===== src/hw/rrs_regs.vh =====
`ifndef RRS_REGS_VH
`define RRS_REGS_VH
// Register byte offsets
`define RRS_CTRL_OFF 12'h000
`define RRS_STATUS_OFF 12'h004
`define RRS_BASE_OFF 12'h008
`define RRS_DOFF_OFF 12'h00C
`define RRS_DDATA_OFF 12'h010
`define RRS_ERR_OFF 12'h014
`define RRS_IRQ_ST_OFF 12'h018
`define RRS_IRQ_MASK_OFF 12'h01C
`define RRS_CHTYPE_OFF 12'h020
// Control fields
`define RRS_CTRL_START 0
`define RRS_CTRL_WRITE 1
`define RRS_CTRL_MODE_LO 2
`define RRS_CTRL_MODE_HI 3
`define RRS_CTRL_ADDRMODE 4
`define RRS_CTRL_CLRERR 5
`define RRS_MODE_STREAM 2'h0
`define RRS_MODE_DIRECT 2'h1
// Record fields
`define RRS_LEN_HI 15
`define RRS_LEN_LO 11
`define RRS_OP_HI 4
`define RRS_OP_LO 0
`define RRS_OFF_HI 10
`define RRS_OFF_LO 0
`define RRS_CHT_HI 7
`define RRS_CHT_LO 5
// Operation codes
`define RRS_OP_START 5'h01
`define RRS_OP_CHTYPE 5'h02
`define RRS_OP_REFCLK 5'h03
`define RRS_OP_CLOCK_GEN_BLOCK_SWITCH 5'h04
`define RRS_OP_END 5'h1F
// Channel type codes
`define RRS_CHT_DUPLEX 3'h0
`define RRS_CHT_CHANNEL_UNIT_PLL 3'h1
`define RRS_CHT_RX_ONLY 3'h2
`define RRS_CHT_TX_ONLY 3'h3
`define RRS_CHT_AUXILIARY_TX_PLL 3'h4
// Event bits and control reset value
`define RRS_EV_DONE 0
`define RRS_EV_ERR 1
`define RRS_CTRL_RST 32'h00000000
`endif


===== src/hw/rrs_sync2.v =====
`timescale 1ns/100ps
`default_nettype none
module rrs_sync2 (
  input wire pclk,
  input wire presetn,
  input wire ce,
  input wire d,
  output reg q
);
  reg meta_reg;
  always @(posedge pclk or negedge presetn) begin
    if (!presetn) begin
      meta_reg <= 1'b0;
      q <= 1'b0;
    end else if (ce) begin
      meta_reg <= d;
      q <= meta_reg;
    end
  end
endmodule
`default_nettype wire


===== src/hw/rrs_streamer.v =====
// Local design decisions: the APB register port and the register addresses.
`timescale 1ns/100ps
`default_nettype none
`include "rrs_regs.vh"
// Overview of operation
// Mode field 01 selects direct write
// Direct write touches only addressed location
// Image memory sits on fetch port
// Every image entry is one 16-bit word
// Bits 15:11 length; zero means command
// Command opcode in bits 4:0
// Decode start, type, refclk, clockgen, end
// Channel type is a 3-bit code
// Header bits 10:0 give logical offset
// Consume exactly length data words after header
// Data words go to consecutive offsets
// Image holds fixed leading commands, end last
// Bad opcode or bad first entry flags error; a first entry with nonzero length is taken as a data header and not flagged
// Start bit launches stream, self clears
// Recorded error blocks streaming until cleared
// Address mode 0 bytes, 1 words
// End command stops fetch, drops busy
module rrs_streamer (
  input wire pclk,
  input wire presetn,
  input wire ce,
  input wire psel,
  input wire penable,
  input wire pwrite,
  input wire [11:0] paddr,
  input wire [31:0] pwdata,
  output reg [31:0] prdata,
  output reg pready,
  output reg pslverr,
  output reg [31:0] img_addr,
  output reg img_rd,
  input wire [15:0] img_rdata,
  input wire img_rvalid,
  output reg [10:0] xcvr_offset,
  output reg [31:0] xcvr_wdata,
  output reg xcvr_wr,
  input wire xcvr_wait_async,
  output reg busy,
  output reg irq
);
  localparam S_IDLE = 3'h0;
  localparam S_FETCH = 3'h1;
  localparam S_WAIT = 3'h2;
  localparam S_DECODE = 3'h3;
  localparam S_WRITE = 3'h4;
  localparam S_DIRECT = 3'h5;
  reg [2:0] state_reg;
  reg [1:0] mode_reg;
  reg addr_mode_reg;
  reg [31:0] base_reg;
  reg [10:0] doff_reg;
  reg [31:0] ddata_reg;
  reg opcode_err_reg;
  reg [1:0] irq_st_reg;
  reg [1:0] irq_mask_reg;
  reg [2:0] chtype_reg;
  reg [15:0] word_reg;
  reg [4:0] remain_reg;
  reg [10:0] woff_reg;
  reg first_reg;
  reg direct_req_reg;
  wire xcvr_wait;
  wire setup = psel && !penable;
  wire wr_acc = psel && penable && pwrite && pready;
  wire start_hit = wr_acc && (paddr == `RRS_CTRL_OFF) && pwdata[`RRS_CTRL_START];
  wire write_hit = wr_acc && (paddr == `RRS_CTRL_OFF) && pwdata[`RRS_CTRL_WRITE];
  wire clr_hit = wr_acc && (paddr == `RRS_CTRL_OFF) && pwdata[`RRS_CTRL_CLRERR];
  wire [4:0] rec_len = word_reg[`RRS_LEN_HI:`RRS_LEN_LO];
  wire [4:0] rec_op = word_reg[`RRS_OP_HI:`RRS_OP_LO];
  wire op_known = (rec_op == `RRS_OP_START) || (rec_op == `RRS_OP_CHTYPE) ||
                  (rec_op == `RRS_OP_REFCLK) || (rec_op == `RRS_OP_CLOCK_GEN_BLOCK_SWITCH) ||
                  (rec_op == `RRS_OP_END);
  wire [31:0] addr_step = addr_mode_reg ? 32'h00000001 : 32'h00000002;
  reg ev_done;
  reg ev_err;
  reg [31:0] rd_mux;
  wire addr_ok = (paddr == `RRS_CTRL_OFF) || (paddr == `RRS_STATUS_OFF) ||
                 (paddr == `RRS_BASE_OFF) || (paddr == `RRS_DOFF_OFF) ||
                 (paddr == `RRS_DDATA_OFF) || (paddr == `RRS_ERR_OFF) ||
                 (paddr == `RRS_IRQ_ST_OFF) || (paddr == `RRS_IRQ_MASK_OFF) ||
                 (paddr == `RRS_CHTYPE_OFF);

  // Transceiver back-pressure is asynchronous
  rrs_sync2 u_wait_sync (
    .pclk(pclk),
    .presetn(presetn),
    .ce(ce),
    .d(xcvr_wait_async),
    .q(xcvr_wait)
  );

  always @* begin
    case (paddr)
      `RRS_CTRL_OFF: rd_mux = {27'h0, addr_mode_reg, mode_reg, 2'h0};
      `RRS_STATUS_OFF: rd_mux = {30'h0, opcode_err_reg, busy};
      `RRS_BASE_OFF: rd_mux = base_reg;
      `RRS_DOFF_OFF: rd_mux = {21'h0, doff_reg};
      `RRS_DDATA_OFF: rd_mux = ddata_reg;
      `RRS_ERR_OFF: rd_mux = {30'h0, opcode_err_reg, 1'b0};
      `RRS_IRQ_ST_OFF: rd_mux = {30'h0, irq_st_reg};
      `RRS_IRQ_MASK_OFF: rd_mux = {30'h0, irq_mask_reg};
      `RRS_CHTYPE_OFF: rd_mux = {29'h0, chtype_reg};
      default: rd_mux = 32'h00000000;
    endcase
  end

  // APB slave: no wait states, pready high in the first access cycle
  always @(posedge pclk or negedge presetn) begin
    if (!presetn) begin
      pready <= 1'b0;
      pslverr <= 1'b0;
      prdata <= 32'h00000000;
      mode_reg <= `RRS_MODE_STREAM;
      addr_mode_reg <= 1'b0;
      base_reg <= 32'h00000000;
      doff_reg <= 11'h000;
      ddata_reg <= 32'h00000000;
      irq_mask_reg <= 2'h0;
      irq_st_reg <= 2'h0;
      irq <= 1'b0;
    end else if (ce) begin
      pready <= setup;
      pslverr <= setup && !addr_ok;
      if (setup && !pwrite) begin
        prdata <= rd_mux;
      end
      if (wr_acc) begin
        case (paddr)
          `RRS_CTRL_OFF: begin
            mode_reg <= pwdata[`RRS_CTRL_MODE_HI:`RRS_CTRL_MODE_LO];
            addr_mode_reg <= pwdata[`RRS_CTRL_ADDRMODE];
          end
          `RRS_BASE_OFF: base_reg <= pwdata;
          `RRS_DOFF_OFF: doff_reg <= pwdata[10:0];
          `RRS_DDATA_OFF: ddata_reg <= pwdata;
          `RRS_IRQ_MASK_OFF: irq_mask_reg <= pwdata[1:0];
          default: begin
          end
        endcase
      end
      // Sticky events, set wins over write-one clear
      irq_st_reg <= (irq_st_reg & ~((wr_acc && paddr == `RRS_IRQ_ST_OFF) ? pwdata[1:0] : 2'h0))
                    | {ev_err, ev_done};
      irq <= |(irq_st_reg & irq_mask_reg);
    end
  end

  always @(posedge pclk or negedge presetn) begin
    if (!presetn) begin
      state_reg <= S_IDLE;
      busy <= 1'b0;
      img_addr <= 32'h00000000;
      img_rd <= 1'b0;
      xcvr_offset <= 11'h000;
      xcvr_wdata <= 32'h00000000;
      xcvr_wr <= 1'b0;
      opcode_err_reg <= 1'b0;
      chtype_reg <= `RRS_CHT_DUPLEX;
      word_reg <= 16'h0000;
      remain_reg <= 5'h00;
      woff_reg <= 11'h000;
      first_reg <= 1'b0;
      direct_req_reg <= 1'b0;
      ev_done <= 1'b0;
      ev_err <= 1'b0;
    end else if (ce) begin
      ev_done <= 1'b0;
      ev_err <= 1'b0;
      img_rd <= 1'b0;
      if (xcvr_wr && !xcvr_wait) begin
        xcvr_wr <= 1'b0;
      end
      if (clr_hit) begin
        opcode_err_reg <= 1'b0;
      end
      if (write_hit && mode_reg == `RRS_MODE_DIRECT) begin
        direct_req_reg <= 1'b1;
      end
      case (state_reg)
        S_IDLE: begin
          if (direct_req_reg && !xcvr_wr) begin
            direct_req_reg <= 1'b0;
            xcvr_offset <= doff_reg;
            xcvr_wdata <= ddata_reg;
            xcvr_wr <= 1'b1;
            state_reg <= S_DIRECT;
          end else if (start_hit && mode_reg == `RRS_MODE_STREAM &&
                       !opcode_err_reg && !clr_hit) begin // see R14
            busy <= 1'b1;
            img_addr <= base_reg;
            first_reg <= 1'b1;
            remain_reg <= 5'h00;
            state_reg <= S_FETCH;
          end
        end
        S_DIRECT: begin
          if (!xcvr_wr || !xcvr_wait) begin
            state_reg <= S_IDLE;
          end
        end
        S_FETCH: begin
          img_rd <= 1'b1;
          state_reg <= S_WAIT;
        end
        S_WAIT: begin
          if (img_rvalid) begin
            word_reg <= img_rdata;
            img_addr <= img_addr + addr_step;
            state_reg <= (remain_reg != 5'h00) ? S_WRITE : S_DECODE;
          end
        end
        S_DECODE: begin
          first_reg <= 1'b0;
          if (rec_len != 5'h00) begin
            woff_reg <= word_reg[`RRS_OFF_HI:`RRS_OFF_LO];
            remain_reg <= rec_len;
            state_reg <= S_FETCH;
          end else if (!op_known || (first_reg && rec_op != `RRS_OP_START)) begin
            opcode_err_reg <= 1'b1;
            ev_err <= 1'b1;
            busy <= 1'b0;
            state_reg <= S_IDLE;
          end else if (rec_op == `RRS_OP_END) begin // see R6 see R7
            busy <= 1'b0;
            ev_done <= 1'b1;
            state_reg <= S_IDLE;
          end else begin
            if (rec_op == `RRS_OP_CHTYPE) begin
              chtype_reg <= word_reg[`RRS_CHT_HI:`RRS_CHT_LO];
            end
            state_reg <= S_FETCH;
          end
        end
        S_WRITE: begin
          if (!xcvr_wr || !xcvr_wait) begin
            xcvr_offset <= woff_reg;
            xcvr_wdata <= {16'h0000, word_reg};
            xcvr_wr <= 1'b1;
            woff_reg <= woff_reg + 11'h001;
            remain_reg <= remain_reg - 5'h01;
            state_reg <= S_FETCH;
          end
        end
        default: state_reg <= S_IDLE;
      endcase
    end
  end
endmodule
`default_nettype wire


===== config.mk =====
export PLATFORM = sky130hd
export DESIGN_NAME = rrs_streamer
export DESIGN_NICKNAME = d
export VERILOG_FILES = /design/src/hw/rrs_sync2.v /design/src/hw/rrs_streamer.v
export VERILOG_INCLUDE_DIRS = /design/src /design/src/hw
export SDC_FILE = /design/constraint.sdc
export NUM_CORES = 1
export LEC_CHECK = 0
export BUFFER_PORTS_ARGS = -buffer_cell sky130_fd_sc_hd__buf_4
export CAP_MARGIN = 20
export CORE_ASPECT_RATIO = 1.5
export CORE_UTILIZATION = 51
export CTS_CLUSTER_SIZE = 8
export DETAILED_ROUTE_END_ITERATION = 8
export GPL_ROUTABILITY_DRIVEN = 0
export PLACE_DENSITY_LB_ADDON = 0.1
export SLEW_MARGIN = 20
export SYNTH_ARGS = -nofsm -noshare
export SYNTH_HDL_FRONTEND = slang
export SYNTH_SLANG_ARGS = --single-unit

===== constraint.sdc =====
create_clock -name pclk -period 2.4 [get_ports pclk]
set_input_delay 0.12 -clock pclk [delete_from_list [all_inputs] [get_ports pclk]]
set_output_delay 0.12 -clock pclk [all_outputs]
set_load 0.02 [all_outputs]

==> impl_metrics.csv, run 1 <==
group,metric,value,unit
timing,setup_violations,0,
die,fp.dieArea,0.0228,sq mm
detailed_routing,drt_wl_total,33000,microns
grt,grt_pass1_wl,52000,microns
logic_synthesis,syn_nets,1180,
critical_path,slowest_delay,570,ps
timing,clock.fmax,0.423,GHz
critical_path,cp.required,2840,ps
critical_path,slowest_stage,"or4b_1",
critical_path,start_kind,"flop",
detailed_routing,avgViaCountPerCell,5.90,
logic_synthesis,ys_ff_latch,240,
critical_path,timing.rr.start,"opcode_err_reg",
cts,clk_pin_slew_worst_paths,50,ps
logic_synthesis,ys_top_cells_by_count,"dfrtp_1, nand2_1, nor2_1",
cts,cts_setup_buffers,0,
critical_path,crit_path_end_kind,"flop",
cts,cts_root_buffer,"clkbuf_16",
timing,fin_crit_sh,0.985,
detailed_routing,drc,0,
cts,clock_latency,510,ps
placement,dpl.cell_count,1541,
finish,drive_gt1_frac,0.281,
outcome,status,"finished clean",
cts,cts_buffer_depth,3,
timing,fin_skew,18.2,ps
timing,hold_viol,0,
critical_path,crit_chain,"or4b_1 > or4_4 > or4_4 > a32oi_1 > and3_1",
logic_synthesis,synthCells,1106,
min_path,min_path_type,"input port to flop",
finish,fin_nets,1433,
detailed_routing,num_vias,9635,
die,num_io_pins,181,
pwr,ir_drop,658,uV
critical_path,cpMostUsedCell,"or4_4",
logic_synthesis,async_flop_share,1.00,
pwr,power_density,815,mW/mm^2
pwr,p_total,11900,uW
pwr,p_leak,0.00698,uW
critical_path,timing.rr.end,"img_addr[26]",
finish,area_growth,29.5,%
logic_synthesis,synth_top_cell_area_share,0.531,
grt,grtUsageTotal,0.300,
cts,cts_tree,"yes",
logic_synthesis,synthFlopType,"dfrtp_1",
logic_synthesis,synth_edf_count,0,
detailed_routing,drt.antenna.violating_nets,0,
placement,io_buffer_count,180,
logic_synthesis,synth.avg_cell_area,10.2,sq um
grt,grt_max_degree,85,
min_path,min_to,"img_addr[5]",
die,die_h,184,microns
timing,rsz0062_at_grt,"yes",
logic_synthesis,synth.distinct_cells,69,
logic_synthesis,synth_most_common_cell,"dfrtp_1",
placement,hpwl,23000,microns
die,coreArea,0.0217,sq mm
timing,worst_slew_pin_slew,709,ps
die,start_util,0.520,
grt,antenna_found_initial,0,
detailed_routing,wl_per_cell,20.2,microns
critical_path,reg2reg_setup_slack,40,ps
timing,period_minus_slack,2360,ps
logic_synthesis,yosys-top-cells-area,"dfrtp_1, mux2_2, nand2_1",
grt,grt_overflow,0,
finish,fin_cells,1632,
critical_path,criticalPathCategory,"flop to flop",
timing,maxSlewViolCount,0,
critical_path,ff2ff_path_depth,5,
critical_path,cp.arrival,2800,ps
min_path,holdPathStages,4,
logic_synthesis,ys_seq_area_frac,0.531,
cts,cts_inserted_buffers,35,
logic_synthesis,netlist.top_cell.by_area,"dfrtp_1",
logic_synthesis,ys.warnings.count,0,
detailed_routing,drt_pre_antenna_iters,7,
grt,first_global_vias,9673,
logic_synthesis,syn-cell-area,0.0113,sq mm
detailed_routing,drt_iter0_drc,614,
cts,cts_sinks,240,
finish,num_antenna_cells,0,
timing,slew-limit-headroom,0.527,
critical_path,crit_fanout,9,
min_path,min_from,"img_rvalid",
job,max_cap_violations,0,
cts,htreeDepth,2,
die,fp.dieW,124,microns
die,rows,66,
-- worst max-delay path by stage --
stage / startpoint / to / slack [ps]
floorplan: state_reg[1] / img_addr[24] / 80
global placement: opcode_err_reg / img_addr[26] / 90
detailed placement: opcode_err_reg / img_addr[24] / 80
CTS: opcode_err_reg / img_addr[26] / 70
global route: opcode_err_reg / img_addr[26] / -10
finish: opcode_err_reg / img_addr[26] / 40
-- repair_timing --
item / in CTS / in global routing
hold endpoints to repair: 183 / 0
resized for setup: 0 / 3
hold buffers: 53 / 0
endpoints found under the setup margin: 0 / 4
-- kinds of logic after synthesis --
logic type,count (synthesis),share of synthesized area
AND/OR/NAND/NOR,407,0.170
AO/OA/AOI/OAI,244,0.138
flip-flops,240,0.531
multiplexers,126,0.122
buffers and inverters,82,0.0304
adder cells (fa/ha/maj),6,0.00731
XOR/XNOR,1,0.000775
-- cell type report --
class / instances / area [sq um]
multi-input combinational: 784 / 4980
clock inverter: 2 / 25.0
timing repair buffer: 287 / 2340
fill: 1756 / 7080
clock buffer: 36 / 901
sequential: 240 / 6010
tap: 272 / 340
inverter: 11 / 41.3
-- placed cells by master, fill, tap and decap left out, drive strengths merged, types with 22 or more instances in the layout --
| master | n |
|---|---|
| a21oi | 49 |
| a221oi | 22 |
| buf | 234 |
| clkbuf | 36 |
| dfrtp | 240 |
| dlygate4sd3 | 53 |
| mux2 | 85 |
| mux2i | 40 |
| nand2 | 180 |
| nand3 | 24 |
| nor2 | 91 |
| o21ai | 85 |
-- critical path: cells and delay by family, from the launching register on --
family / cells / cell delay, ps
flops: 1 / 390
compound gates: 1 / 190
simple gates: 4 / 1730
-- through the flow --
stage / hold WS, ps / setup TNS (ps) / instance area, sq um / utilization / setup slack (ps)
after CTS: 36.8 / 0 / 14600 / 0.673 / 67.6
final: 54.0 / 0 / 14600 / 0.674 / 36.4
after global routing: 55.3 / -21.6 / 14600 / 0.674 / -12.2
after detailed placement: 169 / 0 / 13200 / 0.606 / 77.1
after floorplan: -176 / 0 / 11300 / - / 78.6
after global placement: 172 / 0 / 13200 / 0.606 / 93.5
-- power breakdown --
group | switching, uW | internal [uW] | total (uW)
clock network | 1650 | 2630 | 4290
logic | 1560 | 1150 | 2710
registers | 457 | 4470 | 4930
-- layer usage --
metal,GRT usage,part of all wire
met1,0.371,0.39
met2,0.520,0.52
met3,0.0405,0.043
met4,0.124,0.039
met5,0,0
Power figures use the tool's default switching activity.
==> inputs of run 2 (changes only) <==
- CORE_ASPECT_RATIO: 1.5 -> 1.4
==> impl_metrics.csv, run 2 (same netlist as run 1, synthesis figures left out) <==
group,metric,value,unit
pwr,p_leak,0.00701,uW
cts,clock_latency,510,ps
timing,hold_viol,0,
detailed_routing,wl_per_cell,20.0,microns
detailed_routing,drt_pre_antenna_iters,6,
detailed_routing,num_vias,9687,
timing,rsz0062_at_grt,"yes",
outcome,status,"finished clean",
timing,fin_skew,23.3,ps
finish,drive_gt1_frac,0.280,
grt,antenna_found_initial,0,
finish,num_antenna_cells,0,
die,fp.dieW,128,microns
detailed_routing,drc,0,
pwr,ir_drop,555,uV
critical_path,timing.rr.start,"opcode_err_reg",
die,coreArea,0.0218,sq mm
timing,period_minus_slack,2360,ps
critical_path,crit_path_end_kind,"flop",
cts,cts_setup_buffers,0,
finish,design_area,0.0147,sq mm
placement,hpwl,23100,microns
critical_path,start_kind,"flop",
detailed_routing,avgViaCountPerCell,5.84,
timing,clock.fmax,0.423,GHz
critical_path,criticalPathCategory,"flop to flop",
timing,worst_slew_pin_slew,588,ps
critical_path,cp-startpoint,"opcode_err_reg",
job,max_cap_violations,0,
min_path,min_path_type,"input port to flop",
cts,cts_tree,"yes",
critical_path,timing.rr.end,"img_addr[26]",
grt,grtUsageTotal,0.297,
die,rows,64,
die,start_util,0.519,
timing,slew-limit-headroom,0.602,
finish,final_cell_mix,"dfrtp_1, buf_4, nand2_1, nor2_1, mux2_2",
critical_path,crit_path_end,"img_addr[26]",
placement,io_buffer_count,180,
cts,clk_pin_slew_worst_paths,50,ps
finish,fin_nets,1435,
cts,cts_inserted_buffers,35,
pwr,p_total,11900,uW
finish,fin_cells,1659,
placement,post_dp_cell_area,0.0133,sq mm
critical_path,cp.required,2840,ps
critical_path,reg2reg_setup_slack,40,ps
finish,layout_commonest_cell,"dfrtp_1",
die,fp.dieArea,0.0228,sq mm
detailed_routing,drt_iter0_drc,777,
timing,fin_crit_sh,0.984,
die,die_h,178,microns
cts,cts_buffer_depth,3,
grt,grt_pass1_wl,51800,microns
grt,grt_max_degree,65,
grt,grt_overflow,0,
timing,timing.final.ws_setup,38.3,ps
placement,dpl.cell_count,1568,
die,num_io_pins,181,
critical_path,crit_fanout,9,
min_path,min_from,"img_rvalid",
grt,first_global_vias,9558,
finish,fin_util,0.676,
detailed_routing,drt_wl_total,33100,microns
finish,area_growth,30.2,%
detailed_routing,drt.antenna.violating_nets,0,
critical_path,ff2ff_path_depth,5,
cts,cts_root_buffer,"clkbuf_16",
timing,setup_violations,0,
pwr,power_density,812,mW/mm^2
placement,preCtsSetupSlack,71.7,ps
critical_path,cp.arrival,2800,ps
cts,htreeDepth,2,
timing,maxSlewViolCount,0,
cts,cts_sinks,240,
run 2: worst min path at each step:
stage          depth (start not counted)              to  slack (ps)
3_5_place_dp                           1  xcvr_wdata[24]         110
2_1_floorplan                          0   addr_mode_reg        -180
4_1_cts                                4     img_addr[5]          20
5_1_grt                                4     img_addr[5]          70
3_3_place_gp                           1  xcvr_wdata[24]         110
6_report                               4     img_addr[5]          30
run 2: area by class of cell:
type / instances / area [sq um]
multi-input combinational: 784 / 4970
timing repair buffer: 289 / 2400
clock inverter: 2 / 25.0
sequential: 240 / 6010
inverter: 11 / 41.3
fill: 1783 / 7070
tap: 297 / 372
clock buffer: 36 / 901
run 2: through the flow:
step                hold slack (ps)  setup TNS [ps]
floorplan                      -176               0
global placement                106               0
detailed placement              112               0
CTS                            15.2               0
global route                   66.7           -30.7
finish                         28.3               0
run 2: report_power, final:
group | leakage, uW | internal [uW] | switching, uW
logic | 0.00333 | 1160 | 1550
registers | 0.00322 | 4470 | 466
clock network | 0.000455 | 2630 | 1660
run 2: critical path: stages, from the launching register on:
cell     delay (ps)
dfrtp_1         400
or4b_4          540
or4_4           450
or4_4           540
a32oi_1         210
and3_1          170
run 2: repair_timing:
action,CTS,global route
hold buffers,53,0
resized for setup,0,1
hold endpoints to repair,200,0
endpoints found under the setup margin,0,1
run 2: layer usage:
metal  vias to the layer above  GRT usage  share of wire
li1                       4492          -              -
met1                      4724      0.369           0.40
met2                       379      0.518           0.51
met3                        92     0.0357          0.050
met4                         0      0.130          0.040
met5                         -          0              0
==> inputs of run 3 (changes only) <==
- SETUP_SLACK_MARGIN: not set -> 0.15
==> impl_metrics.csv, run 3 (same netlist as run 1, synthesis figures left out) <==
group,metric,value,unit
job,max_cap_violations,0,
detailed_routing,wl_per_cell,20.0,microns
critical_path,cpMostUsedCell,"buf_4",
timing,setup_violations,0,
detailed_routing,drc,0,
placement,io_buffer_count,180,
finish,final_cell_mix,"dfrtp_1, buf_4, nand2_1, nor2_1, mux2_2",
detailed_routing,drt.antenna.violating_nets,0,
pwr,p_sw,3730,uW
cts,clk_pin_slew_worst_paths,50,ps
detailed_routing,num_vias,9720,
critical_path,cpLargestDelayFamily,"simple AND/OR/NAND/NOR gates",
finish,fin_nets,1443,
critical_path,crit_fanout,9,
detailed_routing,avgViaCountPerCell,5.83,
die,rows,64,
die,die_h,178,microns
outcome,status,"finished clean",
grt,grt_pass1_wl,52200,microns
cts,cts_tree,"yes",
timing,slew-limit-headroom,0.531,
pwr,p_leak,0.00706,uW
cts,cts_sinks,240,
cts,cts_inserted_buffers,35,
critical_path,crit_chain,"or4b_4 > or4_4 > buf_4 > nor4_4 > buf_4 > nor2_4 > buf_12 > o22a_1",
grt,grt_max_degree,74,
timing,clock.fmax,0.431,GHz
timing,fin_skew,23.1,ps
finish,area_growth,31.6,%
critical_path,criticalPathCategory,"flop to flop",
min_path,min_path_type,"input port to flop",
finish,fillers,1768,
timing,worst_slew_pin_slew,700,ps
die,fp.dieArea,0.0228,sq mm
placement,dpl.cell_count,1567,
pwr,power_density,810,mW/mm^2
critical_path,cp.required,2800,ps
finish,num_antenna_cells,0,
cts,htreeDepth,2,
die,coreArea,0.0218,sq mm
timing,fin_crit_sh,0.966,
grt,grtUsageTotal,0.298,
pwr,ir_drop,703,uV
timing,maxSlewViolCount,0,
timing,tns,0,ps
pwr,p_int,8310,uW
timing,rsz0062_at_grt,"yes",
critical_path,crit_path_end_kind,"flop",
die,start_util,0.519,
cts,clock_latency,510,ps
pwr,p_clk_frac,0.357,
critical_path,slowest_stage,"or4b_4",
timing,period_minus_slack,2320,ps
grt,first_global_vias,9591,
timing,hold_viol,0,
finish,fin_cells,1667,
detailed_routing,drt_iter0_drc,695,
cts,cts_buffer_depth,3,
cts,cts_root_buffer,"clkbuf_16",
critical_path,cp.buffers_inverters,3,
pwr,p_seq_frac,0.411,
critical_path,slowest_delay,540,ps
pwr,switching_share,0.310,
detailed_routing,drt_pre_antenna_iters,7,
pwr,comb_power_share,0.232,
critical_path,start_kind,"flop",
placement,hpwl,23000,microns
die,num_io_pins,181,
die,fp.dieW,128,microns
detailed_routing,drt_wl_total,33300,microns
critical_path,cp.arrival,2710,ps
finish,layout_commonest_cell,"dfrtp_1",
finish,drive_gt1_frac,0.293,
grt,grt_overflow,0,
grt,antenna_found_initial,0,
-- run 3: cell count changes in the layout (fill, tap and decap cells not counted), sizes merged --
cell    before  now
buf        236  242
clkbuf      36   37
or4          3    4
-- run 3: power groups by stage --
stage               clock network (uW)  logic (uW)  registers [uW]
global placement                     0        2560            4970
CTS                               4350        2720            4930
floorplan                            0        1510            5020
finish                            4300        2800            4940
global route                      4520        3050            5000
detailed placement                   0        2600            4990
-- run 3: layout make-up --
type | instances | area [sq um] | share of cell area
tap | 297 | 372 | 0.0250
multi-input combinational | 785 | 5070 | 0.341
clock inverter | 2 | 25.0 | 0.00168
timing repair buffer | 296 | 2460 | 0.165
inverter | 11 | 41.3 | 0.00278
clock buffer | 36 | 901 | 0.0606
sequential | 240 | 6010 | 0.404
-- run 3: what timing repair did --
item / 4_1_cts / 5_1_grt
buffers inserted: 4 / 3
endpoints found under the setup margin: 21 / 36
hold buffers: 53 / 0
cloned: 1 / 1
hold endpoints to repair: 172 / 0
gates resized for setup: 4 / 15
pin swaps: 2 / 3
-- run 3: per-layer routing --
metal  global-route usage  vias to the layer above  share of wire
li1                     -                     4511              -
met1                0.374                     4821           0.41
met2                0.519                      302           0.51
met3               0.0375                       86          0.042
met4                0.125                        0          0.039
met5                    0                        -              0
-- run 3: per-stage QoR --
step	setup slack [ps]	total power [uW]	instance area [sq um]	hold slack (ps)	util
final	81.2	12000	14900	57.7	0.683
after global routing	18.0	12600	14900	72.1	0.683
after floorplan	78.6	6530	11300	-176	-
after global placement	93.2	7530	13200	133	0.608
after CTS	101	12000	14800	39.4	0.677
after detailed placement	61.9	7600	13200	136	0.608
-- run 3: worst paths after layout --
path | cells past startpoint | endpoint | from | slack [ps]
max reg2reg | 8 | img_addr[23] | opcode_err_reg | 80
max in group asynchronous | 3 | word_reg[12] | presetn | 1430
min | 4 | prdata[0] | paddr[3] | 60
min reg2reg | 2 | xcvr_wdata[20] | xcvr_wdata[20] | 480
min in group asynchronous | 2 | prdata[24] | presetn | 180
max | 8 | img_addr[23] | opcode_err_reg | 80
-- run 3: worst register-to-register path, stage by stage (launching register included) --
cell and delay (ps):
dfrtp_1 380, or4b_4 540, or4_4 440, buf_4 160
nor4_4 110, buf_4 180, nor2_4 60, buf_12 150
o22a_1 200
